[config.mk]
export PLATFORM = sky130hd
export DESIGN_NAME = tive_core
export DESIGN_NICKNAME = d
export VERILOG_FILES = /design/src/core/tive_pkg.sv /design/src/core/tive_core.sv
export VERILOG_INCLUDE_DIRS = /design/src /design/src/core
export SDC_FILE = /design/constraint.sdc
export NUM_CORES = 1
export LEC_CHECK = 0
export BUFFER_PORTS_ARGS = -buffer_cell sky130_fd_sc_hd__clkbuf_2
export CAP_MARGIN = 20
export CORE_MARGIN = 1
export CORE_UTILIZATION = 40
export DETAILED_ROUTE_END_ITERATION = 6
export PLACE_DENSITY = 0.74
export SLEW_MARGIN = 20
export SYNTH_ARGS = -nofsm -noshare
export SYNTH_HDL_FRONTEND = slang
export SYNTH_SLANG_ARGS = --single-unit
[constraint.sdc]
create_clock -name ref_clk_i -period 2.8 [get_ports ref_clk_i]
set_clock_uncertainty 0.1 [all_clocks]
set_input_delay 0.56 -clock ref_clk_i [delete_from_list [all_inputs] [get_ports ref_clk_i]]
set_output_delay 0.56 -clock ref_clk_i [all_outputs]
set_load 0.02 [all_outputs]
[src/core/tive_defs.svh]
// Register offsets, field positions, reset values and vector codes of the timer vector encoder
`ifndef TIVE_DEFS_SVH
`define TIVE_DEFS_SVH

// ****************************************
// Register byte offsets
// ****************************************
`define TIVE_OFS_VECTOR    12'h000
`define TIVE_OFS_SRC_FLAGS 12'h004
`define TIVE_OFS_HIRES     12'h008
`define TIVE_OFS_IRQ_STAT  12'h00c
`define TIVE_OFS_IRQ_MASK  12'h010

// ****************************************
// Reset values
// ****************************************
`define TIVE_RST_VECTOR   16'h0000
`define TIVE_RST_HIRES    16'h0000
`define TIVE_RST_IRQ_MASK 2'h0

// ****************************************
// High-resolution register fields
// ****************************************
`define TIVE_HIRES_FLAG_LSB 0
`define TIVE_HIRES_EN_LSB   8
`define TIVE_HIRES_REGEN    12

// ****************************************
// Vector codes
// ****************************************
`define TIVE_VEC_NONE      5'h00
`define TIVE_VEC_CH1       5'h02
`define TIVE_VEC_OVERFLOW  5'h10
`define TIVE_VEC_FAIL_LOW  5'h12
`define TIVE_VEC_FAIL_HIGH 5'h14
`define TIVE_VEC_LOCK      5'h16
`define TIVE_VEC_UNLOCK    5'h18

// ****************************************
// Interrupt status bits
// ****************************************
`define TIVE_IRQ_PENDING 0
`define TIVE_IRQ_LOCK    1

`endif

[src/core/tive_pkg.sv]
// Types shared by the timer vector encoder
package tive_pkg;

  typedef struct packed {
    logic [5:0] channel;
    logic       overflow;
    logic       fail_low;
    logic       fail_high;
    logic       lock;
    logic       unlock;
  } tive_events_s;

  typedef struct packed {
    logic [31:0] addr;
    logic        write;
    logic        active;
  } tive_ahb_req_s;

  typedef enum logic {TIVE_IDLE, TIVE_DATA} tive_phase_e;

endpackage : tive_pkg

[src/core/tive_core.sv]
// Prioritised timer interrupt vector encoder with AHB-Lite register slave
//
// The address map and the AHB-Lite interface to the registers were chosen for this implementation.
`timescale 1ns/1ps
`default_nettype none
`include "tive_defs.svh"

module tive_core (
  // Clock and reset
  input  wire logic                ref_clk_i,
  input  wire logic                rst_n_i,
  // AHB-Lite slave
  input  wire logic                hsel_i,
  input  wire logic [31:0]         haddr_i,
  input  wire logic [1:0]          htrans_i,
  input  wire logic                hwrite_i,
  input  wire logic [2:0]          hsize_i,
  input  wire logic [31:0]         hwdata_i,
  input  wire logic                hready_i,
  output logic      [31:0]         hrdata_o,
  output logic                     hreadyout_o,
  output logic                     hresp_o,
  // Flag-setting pulses from the timer, same clock
  input  wire tive_pkg::tive_events_s set_i,
  input  wire logic                calib_done_i,
  // Pending flags and interrupt
  output tive_pkg::tive_events_s   flags_o,
  output logic                     irq_o
);
  import tive_pkg::*;

  // ****************************************
  // Bus slave
  // ****************************************
  tive_ahb_req_s req_r, req_nxt;
  tive_phase_e   phase_r, phase_nxt;

  always_comb begin
    req_nxt   = req_r;
    phase_nxt = TIVE_IDLE;
    if (hready_i) begin
      req_nxt.active = hsel_i && htrans_i[1];
      req_nxt.addr   = haddr_i;
      req_nxt.write  = hwrite_i;
      if (hsel_i && htrans_i[1]) begin
        phase_nxt = TIVE_DATA;
      end
    end
  end

  always_ff @(posedge ref_clk_i) begin
    if (!rst_n_i) begin
      req_r   <= '0;
      phase_r <= TIVE_IDLE;
    end else begin
      req_r   <= req_nxt;
      phase_r <= phase_nxt;
    end
  end

  wire logic wr_data = (phase_r == TIVE_DATA) && req_r.write;
  wire logic rd_addr = hready_i && hsel_i && htrans_i[1] && !hwrite_i;
  wire logic [11:0] rd_ofs = haddr_i[11:0];
  wire logic [11:0] wr_ofs = req_r.addr[11:0];

  // ****************************************
  // Priority encoder
  // ****************************************
  tive_events_s flags_r, flags_nxt;
  logic [3:0]   hires_en_r, hires_en_nxt;
  logic         regen_r, regen_nxt;
  logic [4:0]   code;
  logic [10:0]  report;
  logic [10:0]  eligible;

  always_comb begin
    // Order matches priority: channels first, unlock last
    eligible = {flags_r.channel[0], flags_r.channel[1], flags_r.channel[2],
                flags_r.channel[3], flags_r.channel[4], flags_r.channel[5],
                flags_r.overflow,
                flags_r.fail_low  && hires_en_r[0],
                flags_r.fail_high && hires_en_r[1],
                flags_r.lock      && hires_en_r[2],
                flags_r.unlock    && hires_en_r[3]};
    code   = `TIVE_VEC_NONE;
    report = '0;
    for (int i = 0; i < 11; i++) begin
      // Highest index is highest priority; first hit wins, codes skip reserved slots
      if (eligible[10 - i] && code == `TIVE_VEC_NONE) begin
        report[10 - i] = 1'b1;
        if (i < 6) begin
          code = `TIVE_VEC_CH1 + 5'(2 * i);
        end else begin
          code = `TIVE_VEC_OVERFLOW + 5'(2 * (i - 6));
        end
      end
    end
  end

  // ****************************************
  // Flags and high-resolution control
  // ****************************************
  logic [15:0] hires_wdata;
  logic [10:0] rd_clear;

  always_comb begin
    hires_wdata  = hwdata_i[15:0];
    rd_clear     = (rd_addr && rd_ofs == `TIVE_OFS_VECTOR) ? report : 11'h000;
    hires_en_nxt = hires_en_r;
    regen_nxt    = regen_r;
    flags_nxt    = flags_r;
    // Clear first so a set in the same cycle wins
    for (int c = 0; c < 6; c++) begin
      if (rd_clear[10 - c]) flags_nxt.channel[c] = 1'b0;
    end
    if (rd_clear[4]) flags_nxt.overflow  = 1'b0;
    if (rd_clear[3]) flags_nxt.fail_low  = 1'b0;
    if (rd_clear[2]) flags_nxt.fail_high = 1'b0;
    if (rd_clear[1]) flags_nxt.lock      = 1'b0;
    if (rd_clear[0]) flags_nxt.unlock    = 1'b0;
    if (wr_data && wr_ofs == `TIVE_OFS_HIRES) begin
      hires_en_nxt = hires_wdata[`TIVE_HIRES_EN_LSB +: 4];
      regen_nxt    = hires_wdata[`TIVE_HIRES_REGEN];
      // Write one clears a monitor flag
      if (hires_wdata[`TIVE_HIRES_FLAG_LSB + 0]) flags_nxt.fail_low  = 1'b0;
      if (hires_wdata[`TIVE_HIRES_FLAG_LSB + 1]) flags_nxt.fail_high = 1'b0;
      if (hires_wdata[`TIVE_HIRES_FLAG_LSB + 2]) flags_nxt.lock      = 1'b0;
      if (hires_wdata[`TIVE_HIRES_FLAG_LSB + 3]) flags_nxt.unlock    = 1'b0;
    end
    if (wr_data && wr_ofs == `TIVE_OFS_SRC_FLAGS) begin
      flags_nxt.channel  = flags_nxt.channel  & ~hwdata_i[5:0];
      flags_nxt.overflow = flags_nxt.overflow & ~hwdata_i[6];
    end
    flags_nxt.channel   = flags_nxt.channel | set_i.channel;
    flags_nxt.overflow  = flags_nxt.overflow  | set_i.overflow;
    flags_nxt.fail_low  = flags_nxt.fail_low  | set_i.fail_low;
    flags_nxt.fail_high = flags_nxt.fail_high | set_i.fail_high;
    // Lock and unlock only count while regulation runs
    flags_nxt.lock   = flags_nxt.lock   | (set_i.lock && calib_done_i && regen_r);
    flags_nxt.unlock = flags_nxt.unlock | (set_i.unlock && regen_r);
  end

  always_ff @(posedge ref_clk_i) begin
    if (!rst_n_i) begin
      flags_r    <= '0;
      hires_en_r <= 4'(`TIVE_RST_HIRES >> `TIVE_HIRES_EN_LSB);
      regen_r    <= 1'b0;
    end else begin
      flags_r    <= flags_nxt;
      hires_en_r <= hires_en_nxt;
      regen_r    <= regen_nxt;
    end
  end

  // ****************************************
  // Interrupt status and mask
  // ****************************************
  logic [1:0] istat_r, istat_nxt;
  logic [1:0] imask_r, imask_nxt;
  logic       irq_nxt;
  logic       lock_seen;

  always_comb begin
    lock_seen = flags_nxt.lock && !flags_r.lock;
    istat_nxt = istat_r;
    imask_nxt = imask_r;
    if (wr_data && wr_ofs == `TIVE_OFS_IRQ_STAT) begin
      istat_nxt = istat_r & ~hwdata_i[1:0];
    end
    if (wr_data && wr_ofs == `TIVE_OFS_IRQ_MASK) begin
      imask_nxt = hwdata_i[1:0];
    end
    // Set beats clear
    if (code != `TIVE_VEC_NONE) istat_nxt[`TIVE_IRQ_PENDING] = 1'b1;
    if (lock_seen) istat_nxt[`TIVE_IRQ_LOCK] = 1'b1;
    irq_nxt = |(istat_nxt & imask_nxt);
  end

  always_ff @(posedge ref_clk_i) begin
    if (!rst_n_i) begin
      istat_r <= '0;
      imask_r <= `TIVE_RST_IRQ_MASK;
      irq_o   <= 1'b0;
      flags_o <= '0;
    end else begin
      istat_r <= istat_nxt;
      imask_r <= imask_nxt;
      irq_o   <= irq_nxt;
      flags_o <= flags_nxt;
    end
  end

  // ****************************************
  // Read data
  // ****************************************
  logic [15:0] vector_val;
  logic [31:0] rdata_r, rdata_nxt;

  always_comb begin
    // Vector is a read-only snapshot; no write path reaches it
    vector_val = {11'h000, code[4:1], 1'b0};
    rdata_nxt  = 32'h0000_0000;
    if (rd_addr) begin
      unique case (rd_ofs)
        `TIVE_OFS_VECTOR:    rdata_nxt = {16'h0000, vector_val};
        `TIVE_OFS_SRC_FLAGS: rdata_nxt = {25'h0, flags_r.overflow, flags_r.channel};
        `TIVE_OFS_HIRES:     rdata_nxt = {19'h0, regen_r, hires_en_r, 4'h0,
                                          flags_r.unlock, flags_r.lock, flags_r.fail_high, flags_r.fail_low};
        `TIVE_OFS_IRQ_STAT:  rdata_nxt = {30'h0, istat_r};
        `TIVE_OFS_IRQ_MASK:  rdata_nxt = {30'h0, imask_r};
        default:             rdata_nxt = 32'h0000_0000;
      endcase
    end
  end

  always_ff @(posedge ref_clk_i) begin
    if (!rst_n_i) begin
      rdata_r  <= {16'h0000, `TIVE_RST_VECTOR};
    end else begin
      rdata_r  <= rdata_nxt;
    end
  end

  always_comb begin
    hrdata_o    = rdata_r;
    hreadyout_o = 1'b1;
    hresp_o     = 1'b0;
  end

endmodule : tive_core
`default_nettype wire

**After elaboration in Yosys (flattened, before gate mapping)**

Cells that the tools add are included.

- Bits in registers: 67
- Bits in latches: 0
- Memory bits (read-only): 0
- RAM bits: 0
- Logic and storage cells: 127
- Memories: 0
- Output and inout bits: 46
- Input port bits: 86

- Div/mod/pow operators: 0
- Shifts and indexed selects: 0
- Order comparisons: 0
- $add $sub $neg: 0
- Bitwise gates (word level): 13
- Reduce and logical (&&, ||, !) cells: 45
- Multipliers: 0
- Eq/ne operators: 8
- Mux-type cells: 46

Operators with widths:

| kind | count |
|---|---|
| $pmux 13 s5 | 1 |
| $logic_not 5->1 | 10 |
| $mux 5 | 10 |
| $eq 12x4->1 const B | 4 |
| $mux 1 | 29 |
| $logic_and 1x1->1 | 28 |
| $eq 12x3->1 const B | 2 |
| $eq 12x5->1 const B | 2 |
| $logic_not 12->1 | 1 |
| $mux 11 | 1 |
| $mux 7 | 1 |
| $and 6x6->6 | 1 |
| $mux 2 | 3 |
| $not 6->6 | 1 |
| $or 6x6->6 | 1 |
| $or 1x1->1 | 5 |
| $reduce_bool 5->1 | 1 |
| $and 2x2->2 | 2 |
| $mux 4 | 1 |
| $reduce_and 2->1 | 2 |
| $logic_not 1->1 | 2 |
| $not 2->2 | 1 |
| $reduce_or 2->1 | 1 |
| $and 1x1->1 | 1 |
| $not 1->1 | 1 |

**Longest topological paths before layout**

Gate-level depths: netlist (run 1).

- Word-level depth: 40
- Mapped depth: 7
- Depth with buffers taken out: 5

**Least setup slack after synthesis (run 1)**

Ideal clock, no wire load.

- Kind: input-to-reg
- Start: in haddr_i[7]
- End: reg flags_o[10] (netlist name)
- Path slack: 418 ps
- Stages on the path: 5
- Arrival: 2167 ps
- Required time: 2585 ps
- Cell sequence: or4_4 or4b_4 nor3_4 a221oi_1 o21a_1

- Cells in the longest elaborated chain, start to end: 7

Ends and longest elaborated chain:

| element | RTL line | text |
|---|---|---|
| start: declaration | tive_core.sv:14 | `input wire logic [31:0] haddr_i,` |
| $logic_not 12->1 (*) | -- |  |
| $logic_and 1x1->1 (no line) (*) | -- |  |
| $mux 11 (*) | tive_core.sv:108 | `` rd_clear = (rd_addr && rd_ofs == `TIVE_OFS_VECTOR) ? report : 11'h000; `` |
| $mux 1 (*) | tive_core.sv:114 | `if (rd_clear[10 - c]) flags_nxt.channel[c] = 1'b0;` |
| $and 6x6->6 | tive_core.sv:131 | `flags_nxt.channel = flags_nxt.channel & ~hwdata_i[5:0];` |
| $mux 7 (*) | tive_core.sv:130 | `` if (wr_data && wr_ofs == `TIVE_OFS_SRC_FLAGS) begin `` |
| $or 6x6->6 (*) | tive_core.sv:134 | `flags_nxt.channel = flags_nxt.channel \| set_i.channel;` |
| end signal: assignment | tive_core.sv:189 | `flags_o <= flags_nxt;` |
| end: declaration | tive_core.sv:27 | `output tive_pkg::tive_events_s flags_o,` |

Mark *: on every way between the ends. The rest lies on a longest branch, timed or not.
A chain may end at the register's enable or synchronous reset.

**Worst setup path in the final report (run 1)**

- Start: in haddr_i[7]
- End: reg flags_o[4] (netlist name)

- Cells in the longest elaborated chain, start to end: 7

Ends and longest elaborated chain:

| element | RTL line | text |
|---|---|---|
| $logic_not 12->1 (*) | -- |  |
| $logic_and 1x1->1 (no line) (*) | -- |  |
| $mux 11 (*) | tive_core.sv:108 |  |
| $mux 1 (*) | tive_core.sv:116 | `if (rd_clear[4]) flags_nxt.overflow = 1'b0;` |
| $and 1x1->1 | tive_core.sv:132 | `flags_nxt.overflow = flags_nxt.overflow & ~hwdata_i[6];` |
| $mux 7 (*) | tive_core.sv:130 |  |
| $or 1x1->1 (*) | tive_core.sv:135 | `flags_nxt.overflow = flags_nxt.overflow \| set_i.overflow;` |

Marked as above.

==> results of run 1 <==
[synthesized netlist by cell type (5+ instances only)]
master | n | area [um^2]
dfxtp_1 | 47 | 940.9
buf_4 | 22 | 165.2
mux2i_1 | 21 | 210.2
nor2b_1 | 19 | 118.9
and2_1 | 12 | 75.07
nand2_1 | 11 | 41.29
inv_1 | 10 | 37.54
o21a_1 | 9 | 67.56
nor2_1 | 8 | 30.03
a21oi_1 | 7 | 35.03
clkbuf_1 | 7 | 26.28
nand2b_1 | 6 | 37.54
o21ai_0 | 6 | 30.03
nor4_1 | 5 | 31.28
[stage by stage]
stage | power, mW | worst slack [ns] | instances | utilization
3_3_place_gp | 0.9065 | 0.1686 | 390 | 0.4855
4_1_cts | 1.394 | 0.4964 | 397 | 0.5046
5_1_grt | 1.443 | 0.4438 | 397 | 0.5046
6_report | 1.389 | 0.4694 | 397 | 0.5046
3_5_place_dp | 0.9092 | 0.1708 | 390 | 0.4855
2_1_floorplan | 0.8647 | 0.4181 | 275 | -
[state kept, by name, indices dropped and copies added, names as in the netlist]
register    cells
imask_r         2
req_r          13
irq_o           1
hires_en_r      4
flags_o        11
istat_r         2
regen_r         1
phase_r         1
hrdata_o       12
[logic make-up after synthesis]
kind of cell	share of synthesized area
AOI/OAI and AO/OA	0.1464
buffers and inverters	0.09899
DFF	0.4002
muxes	0.08941
other	0.003194
and+or+nand+nor	0.2618
[layer usage]
metal | vias up | GRT usage | wire length [um]
li1 | 1012 | - | -
met1 | 937 | 0.2564 | 2710
met2 | 81 | 0.2965 | 2572
met3 | 7 | 0.04419 | 394
met4 | 0 | 0.06296 | 87
met5 | - | 0 | 0
[worst paths after layout]
path / to / slack [ns]
setup reg to reg: flags_o[1]$_SDFF_PN0_ / 0.70
setup / recovery: flags_o[4]$_SDFF_PN0_ / 0.47
hold reg to reg: regen_r$_SDFFE_PN0P_ / 0.41
hold / removal: flags_o[9]$_SDFF_PN0_ / 0.36
[cell type report]
type	instances	area [um^2]
Fill cell	573	2761
Multi-Input combinational cell	188	1252
Sequential cell	47	940.9
Timing Repair Buffer	73	385.4
Tap cell	72	90.09
Clock buffer	5	68.82
Clock inverter	2	37.54
Inverter	10	37.54
[report_power, final]
part	total, mW	switching (mW)	internal (mW)	leakage [nW]
combinational	0.178	0.107	0.0710	0.838
clock	0.494	0.232	0.261	0.0502
sequential	0.718	0.0277	0.690	0.385
total	1.39	0.367	1.02	1.27
[critical path: cells and delay by family]
family                 cells  cell delay [ns]
and+or+nand+nor            3             1.43
buffers and inverters      1             0.10
AOI/OAI and AO/OA          2             0.34
==> impl_metrics.tcl, run 1 <==
set metrics [dict create \
    status "completed" \
    drive_above_1_share 0.2615 \
    worstPathRequired_ns 2.90 \
    clock_latency_ns 0.30 \
    avgViaCountPerCell 5.131 \
    synth_area_per_cell_um2 9.220 \
    cts-root-buf "clkbuf_8" \
    slowest_stage "or4b_4" \
    totalWireLength_um 5765 \
    pwr_density_cell_mw_per_mm2 494.0 \
    finalCritPeriodShare 0.8324 \
    grt_max_degree 28 \
    startpoint "haddr_i[7]" \
    post_cts_buffers 0 \
    cts_resized 0 \
    routed-via-count 2037 \
    ctsHoldBuffers 0 \
    remaining_drc_errors 0 \
    overflow 0 \
    worst_slew_pin_slew_ns 0.5136 \
    critPathLaunchType "primary input" \
    cts_max_level 2 \
    ys.flop_type "dfxtp_1" \
    ys_types 48 \
    rsz0062_at_grt "false" \
    stdcell_area_mm2 0.002813 \
    core_mm2 0.005574 \
    clkSinkCount 47 \
    final_common_cell "clkbuf_2" \
    hp-start "set_i[9]" \
    dr.pass1.iters 4 \
    drt-wirelength-per-cell_um 14.52 \
    die_w_um 78.67 \
    antenna_cells 0 \
    synth-seq-cells 47 \
    final.setup.tns_ns 0 \
    hold_ws_ns 0.3567 \
    relSlewSlack 0.6528 \
    numCtsBuffers 5 \
    setup_violations 0 \
    antenna_found_initial 0 \
    grt_pass1_vias 1851 \
    gp_congestion 0.8614 \
    max-cap-violations 0 \
    slew_viol_final 0 \
    ys_seq_area_frac 0.4002 \
    clk_pin_slew_ns 0.09 \
    p_leak_nw 1.272 \
    io_buffers 65 \
    cp-end-kind "register" \
    hold_viol 0 \
    hold_depth 3 \
    final_nets 411 \
    grt_pass1_wl_um 9052 \
    slowest_delay_ns 0.59 \
    layout_common_cells "clkbuf_2, dfxtp_1, conb_1" \
    initial_utilization 0.4218 \
    mappedNetlistArea_mm2 0.002351 \
    path_class "primary input to register" \
    synth_edf_count 0 \
    async_flop_share 0 \
    die_area_mm2 0.006188 \
    drt_iter0_drc 134 \
    die_h_um 78.67 \
    crit_path_max_fanout 5 \
    hpwl_um 4373 \
    hold_class "primary input to register" \
    max_freq_ghz 0.4291 \
    period_minus_slack_ns 2.331 \
    track_usage 0.1901 \
    r2r_cells 6 \
    synthCells 255 \
    area_growth_pct 19.64 \
    num_io_pins 132 \
    vdd_drop_max_uv 206.3 \
    cts_tree "yes" \
    placed_area_mm2 0.002706 \
    cts_buffer_depth 2 \
    ys_warn_count 0 \
    path_cells "clkbuf_2 > or4_4 > or4b_4 > nor3_4 > a221oi_1 > o21a_1" \
    drtAntennaViolNets 0 \
    cp.arrival_ns 2.43 \
    rows 27 \
    r2r_start "flags_o[6]$_SDFF_PN0_" \
]
(Power assumes the default switching activity.)
==> run 2, diff against run 1 <==
==> constraint.sdc (replaced) <==
create_clock -name ref_clk_i -period 2.4 [get_ports ref_clk_i]
set_clock_uncertainty 0.1 [all_clocks]
set_input_delay 0.48 -clock ref_clk_i [delete_from_list [all_inputs] [get_ports ref_clk_i]]
set_output_delay 0.48 -clock ref_clk_i [all_outputs]
set_load 0.02 [all_outputs]
==> run 2 against run 1 <==
Clock power down 4%. Total power up 10%. Flip-flop and latch count unchanged. Worst setup slack worse by 0.31 ns. Final area up 2.0%. Count of clock-buffer cells in the layout up 1. Wire length down 0.12%. Core utilization up 1.0 points. Register-to-register slack worse by 0.40 ns. Critical path type unchanged. Largest power group unchanged.
==> impl_metrics.tcl, run 2 (same netlist as run 1, synthesis figures left out) <==
set metrics [dict create \
    status "completed" \
    drive_above_1_share 0.2836 \
    hold_viol 0 \
    io_buffers 65 \
    num_io_pins 132 \
    largest_register_ffs 13 \
    grt_pass1_wl_um 9059 \
    reg2reg_slack_ns 0.30 \
    hold_class "primary input to register" \
    post_cts_buffers 0 \
    setup_violations 0 \
    rows 27 \
    ctsHoldBuffers 0 \
    ff_latch_area_um2 940.9 \
    num-fill-cells 524 \
    max_freq_ghz 0.4462 \
    numCtsBuffers 5 \
    path_class "primary input to register" \
    max-cap-violations 0 \
    routed-via-count 2076 \
    drtAntennaViolNets 0 \
    fin_util 0.5147 \
    dr.pass1.iters 4 \
    layout_common_cells "clkbuf_2, dfxtp_1, conb_1" \
    clock_latency_ns 0.29 \
    antenna_cells 0 \
    gp_congestion 0.8658 \
    drt_iter0_drc 161 \
    slowest_delay_ns 0.59 \
    final_nets 421 \
    area_growth_pct 22.03 \
    crit_family "simple AND/OR/NAND/NOR gates" \
    cts-root-buf "clkbuf_8" \
    track_usage 0.1927 \
    critPathBufInv 1 \
    cts_tree "yes" \
    top_register "req_r" \
    totalWireLength_um 5758 \
    worst_slew_pin_slew_ns 0.5007 \
    core_mm2 0.005574 \
    critPathLaunchType "primary input" \
    slew_viol_final 0 \
    clkSinkCount 47 \
    pwr_density_cell_mw_per_mm2 534.3 \
    slowest_stage "or4b_4" \
    cp.arrival_ns 2.33 \
    finalCritPeriodShare 0.9338 \
    cp-end-kind "register" \
    relSlewSlack 0.6662 \
    die_h_um 78.67 \
    rsz0062_at_grt "false" \
    p_leak_nw 1.318 \
    remaining_drc_errors 0 \
    final_common_cell "clkbuf_2" \
    cts_buffer_depth 2 \
    grt_max_degree 29 \
    antenna_found_initial 0 \
    path_cells "clkbuf_2 > or4_4 > or4b_4 > nor3_4 > a221oi_1 > o21a_1" \
    initial_utilization 0.4218 \
    placed_area_mm2 0.002781 \
    period_minus_slack_ns 2.241 \
    worstPathRequired_ns 2.49 \
    die_area_mm2 0.006188 \
    drt-wirelength-per-cell_um 14.15 \
    hpwl_um 4546 \
    grt_pass1_vias 1897 \
    cts_resized 0 \
    multi_input_area_mm2 0.001252 \
    crit_path_max_fanout 5 \
    cts_max_level 2 \
    avgViaCountPerCell 5.101 \
    overflow 0 \
    stdcell_area_mm2 0.002869 \
    vdd_drop_max_uv 263.3 \
    clk_pin_slew_ns 0.08 \
    die_w_um 78.67 \
]
[run 2: final timing paths]
kind                              start  cells after the start                     to
setup reg to reg  flags_o[7]$_SDFF_PN0_                      6  flags_o[1]$_SDFF_PN0_
hold reg to reg   req_r[8]$_SDFFE_PN0P_                      2  req_r[8]$_SDFFE_PN0P_
setup / recovery             haddr_i[7]                      6  flags_o[4]$_SDFF_PN0_
hold / removal                 set_i[9]                      3  flags_o[9]$_SDFF_PN0_
[run 2: power by group]
part / switching, mW / internal (mW) / total (mW) / leakage, nW
logic: 0.135 / 0.0934 / 0.228 / 0.886
clock network: 0.249 / 0.226 / 0.475 / 0.0470
registers: 0.0243 / 0.805 / 0.829 / 0.385
[run 2: layer usage]
layer  GRT usage  up-vias  wire length [um]
met5           0        -                 0
met3     0.05116       10               372
met2      0.3061       80              2657
li1            -     1035                 -
met4     0.07037        0               117
met1      0.2488      951              2611
[run 2: final cells by class]
class,count,area share
Clock buffer,6,0.02878
Tap cell,72,0.03140
Sequential cell,47,0.3280
Clock inverter,1,0.001744
Inverter,10,0.01308
Timing Repair Buffer,83,0.1605
Multi-Input combinational cell,188,0.4365
[run 2: metrics by stage]
| stage | instances | hold WS [ns] | power, mW | TNS [ns] | setup WS, ns |
|---|---|---|---|---|---|
| finish | 407 | 0.2723 | 1.533 | 0 | 0.1588 |
| global route | 407 | 0.2761 | 1.604 | 0 | 0.1208 |
| CTS | 407 | 0.2651 | 1.547 | 0 | 0.1717 |
| detailed placement | 400 | 0.4115 | 1.074 | -0.7247 | -0.1481 |
| global placement | 400 | 0.3877 | 1.070 | -0.5782 | -0.1241 |
| floorplan | 275 | 0.3671 | 1.009 | 0 | 0.09805 |
[run 2: worst min-delay path, stage by stage]
cell and delay, ns:
clkbuf_2 0.07, nand2_1 0.04, nand2_1 0.05
==> run 3, diff against run 2 <==
--- a/config.mk
+++ b/config.mk
@@ -8,10 +8,11 @@
 export LEC_CHECK = 0
 export BUFFER_PORTS_ARGS = -buffer_cell sky130_fd_sc_hd__clkbuf_2
 export CAP_MARGIN = 20
-export CORE_MARGIN = 1
+export CORE_MARGIN = 2
 export CORE_UTILIZATION = 40
 export DETAILED_ROUTE_END_ITERATION = 6
 export PLACE_DENSITY = 0.74
+export REMOVE_ABC_BUFFERS = 1
 export SLEW_MARGIN = 20
 export SYNTH_ARGS = -nofsm -noshare
 export SYNTH_HDL_FRONTEND = slang
==> constraint.sdc (replaced) <==
create_clock -name ref_clk_i -period 2.1 [get_ports ref_clk_i]
set_clock_uncertainty 0.1 [all_clocks]
set_input_delay 0.42 -clock ref_clk_i [delete_from_list [all_inputs] [get_ports ref_clk_i]]
set_output_delay 0.42 -clock ref_clk_i [all_outputs]
set_load 0.02 [all_outputs]
==> run 3 against run 2 <==
The flow now finishes with violations (setup timing). Total power is 19% higher. Core utilization grew 2.0 points. Final area grew 4.5%. Hold slack got worse by 0.050 ns. Register-to-register slack worse by 0.16 ns. Critical endpoint unchanged.
==> impl_metrics.tcl, run 3 (same netlist as run 1, synthesis figures left out) <==
set metrics [dict create \
    pwr_density_cell_mw_per_mm2 605.7 \
    grt_pass1_wl_um 9591 \
    clkSinkCount 47 \
    p_leak_nw 1.383 \
    slowest_stage "or4b_4" \
    final.setup.tns_ns -0.09522 \
    track_usage 0.1934 \
    hpwl_um 4643 \
    routed-via-count 2172 \
    cts_buffer_depth 2 \
    drive_above_1_share 0.3209 \
    rows 27 \
    crit_family "simple AND/OR/NAND/NOR gates" \
    r2r-end "irq_o$_SDFF_PN0_" \
    critPathBufInv 1 \
    top_register "req_r" \
    drt-wirelength-per-cell_um 14.11 \
    r2r_start "req_r[13]$_SDFFE_PN0P_" \
    num_io_pins 132 \
    grt_pass1_vias 2056 \
    period_minus_slack_ns 2.136 \
    avgViaCountPerCell 5.159 \
    grt_max_degree 38 \
    drt_iter0_drc 146 \
    dr.pass1.iters 6 \
    die_area_mm2 0.006507 \
    initial_utilization 0.4192 \
    die_h_um 80.67 \
    cts-root-buf "clkbuf_8" \
    stdcell_area_mm2 0.002999 \
    clk_pin_slew_ns 0.08 \
    path_depth 6 \
    vdd_drop_max_uv 289.3 \
    antenna_found_initial 0 \
    core_mm2 0.005608 \
    crit_path_max_fanout 5 \
    violations "setup timing" \
    placed_area_mm2 0.002879 \
    gp_congestion 0.8818 \
    worstPathRequired_ns 2.20 \
    cp.arrival_ns 2.24 \
    hold_class "primary input to register" \
    startpoint "haddr_i[7]" \
    r2r_cells 4 \
    status "finished with violations" \
    layout_common_cells "clkbuf_2, dfxtp_1, buf_4" \
    final_common_cell "clkbuf_2" \
    slew_viol_final 0 \
    finalPower_mw 1.817 \
    hold_viol 0 \
    largest_register_ffs 13 \
    remaining_drc_errors 0 \
    post_cts_buffers 0 \
    area_growth_pct 27.57 \
    critPathLaunchType "primary input" \
    max_freq_ghz 0.4682 \
    overflow 0 \
    dp_cells 413 \
    cp-end-kind "register" \
    worstSetupEndpoint "flags_o[4]$_SDFF_PN0_" \
    io_buffers 65 \
    die_w_um 80.67 \
    max-cap-violations 0 \
    hold_depth 3 \
    path_cells "buf_6 > or4_4 > or4b_4 > nor3_4 > a221oi_1 > o21a_1" \
    numCtsBuffers 5 \
    cts_max_level 2 \
    totalWireLength_um 5942 \
    finalCritPeriodShare 1.017 \
    clock_latency_ns 0.30 \
    rsz0062_at_grt "true" \
    setup_ws_ns -0.03586 \
    slowest_delay_ns 0.60 \
    setup_violations 3 \
    final_nets 434 \
    antenna_cells 0 \
    drtAntennaViolNets 0 \
    stdcell_count 421 \
    reg2reg_slack_ns 0.14 \
    path_class "primary input to register" \
    cts_tree "yes" \
]
-- run 3: worst min-delay path by stage --
| stage | startpoint | endpoint | slack (ns) |
|---|---|---|---|
| after floorplan | hires_en_r[0]$_SDFFE_PN0P_ | hrdata_o[8]$_SDFF_PN0_ | 0.37 |
| after global placement | regen_r$_SDFFE_PN0P_ | regen_r$_SDFFE_PN0P_ | 0.39 |
| after detailed placement | hires_en_r[0]$_SDFFE_PN0P_ | hrdata_o[8]$_SDFF_PN0_ | 0.41 |
| after CTS | set_i[5] | flags_o[5]$_SDFF_PN0_ | 0.22 |
| after global routing | set_i[5] | flags_o[5]$_SDFF_PN0_ | 0.23 |
| final | set_i[9] | flags_o[9]$_SDFF_PN0_ | 0.22 |
-- run 3: tightest hold or removal path: cells and delay by family --
kind / cells / cell delay, ns
buf+inv: 1 / 0.08
simple gates: 2 / 0.10
-- run 3: power breakdown --
group,internal (mW),switching (mW),leakage (nW)
combinational,0.124,0.166,0.951
clock,0.269,0.315,0.0474
sequential,0.920,0.0229,0.385
total,1.31,0.504,1.38
-- run 3: cell type report --
class	instances	area, um^2
fillers	554	2609
multi-input cells	188	1267
flip-flops and latches	47	940.9
repair buffers	96	564.3
well taps	72	90.09
clock buffers	6	82.58
inverters	10	37.54
clock inverters	2	16.27
-- run 3: per-stage QoR --
stage	utilization	hold WS [ns]	setup slack (ns)
2_1_floorplan	-	0.3671	-0.1425
3_3_place_gp	0.5134	0.3933	-0.3435
3_5_place_dp	0.5134	0.4089	-0.3478
4_1_cts	0.5310	0.2218	-0.03625
5_1_grt	0.5348	0.2255	-0.07566
6_report	0.5348	0.2222	-0.03586
-- run 3: what timing repair did --
item                                    CTS  global route
endpoints found under the setup margin    3            14
gates resized for setup                   0             4
hold buffers                              0             0
-- run 3: metal layers --
metal | track usage | wire (um) | part of all wire | up-vias
met3 | 0.03596 | 483 | 0.081 | 8
met2 | 0.3100 | 2656 | 0.45 | 100
met1 | 0.2609 | 2720 | 0.46 | 1002
met4 | 0.06441 | 82 | 0.014 | 0
met5 | 0 | 0 | 0 | -
li1 | - | - | - | 1062
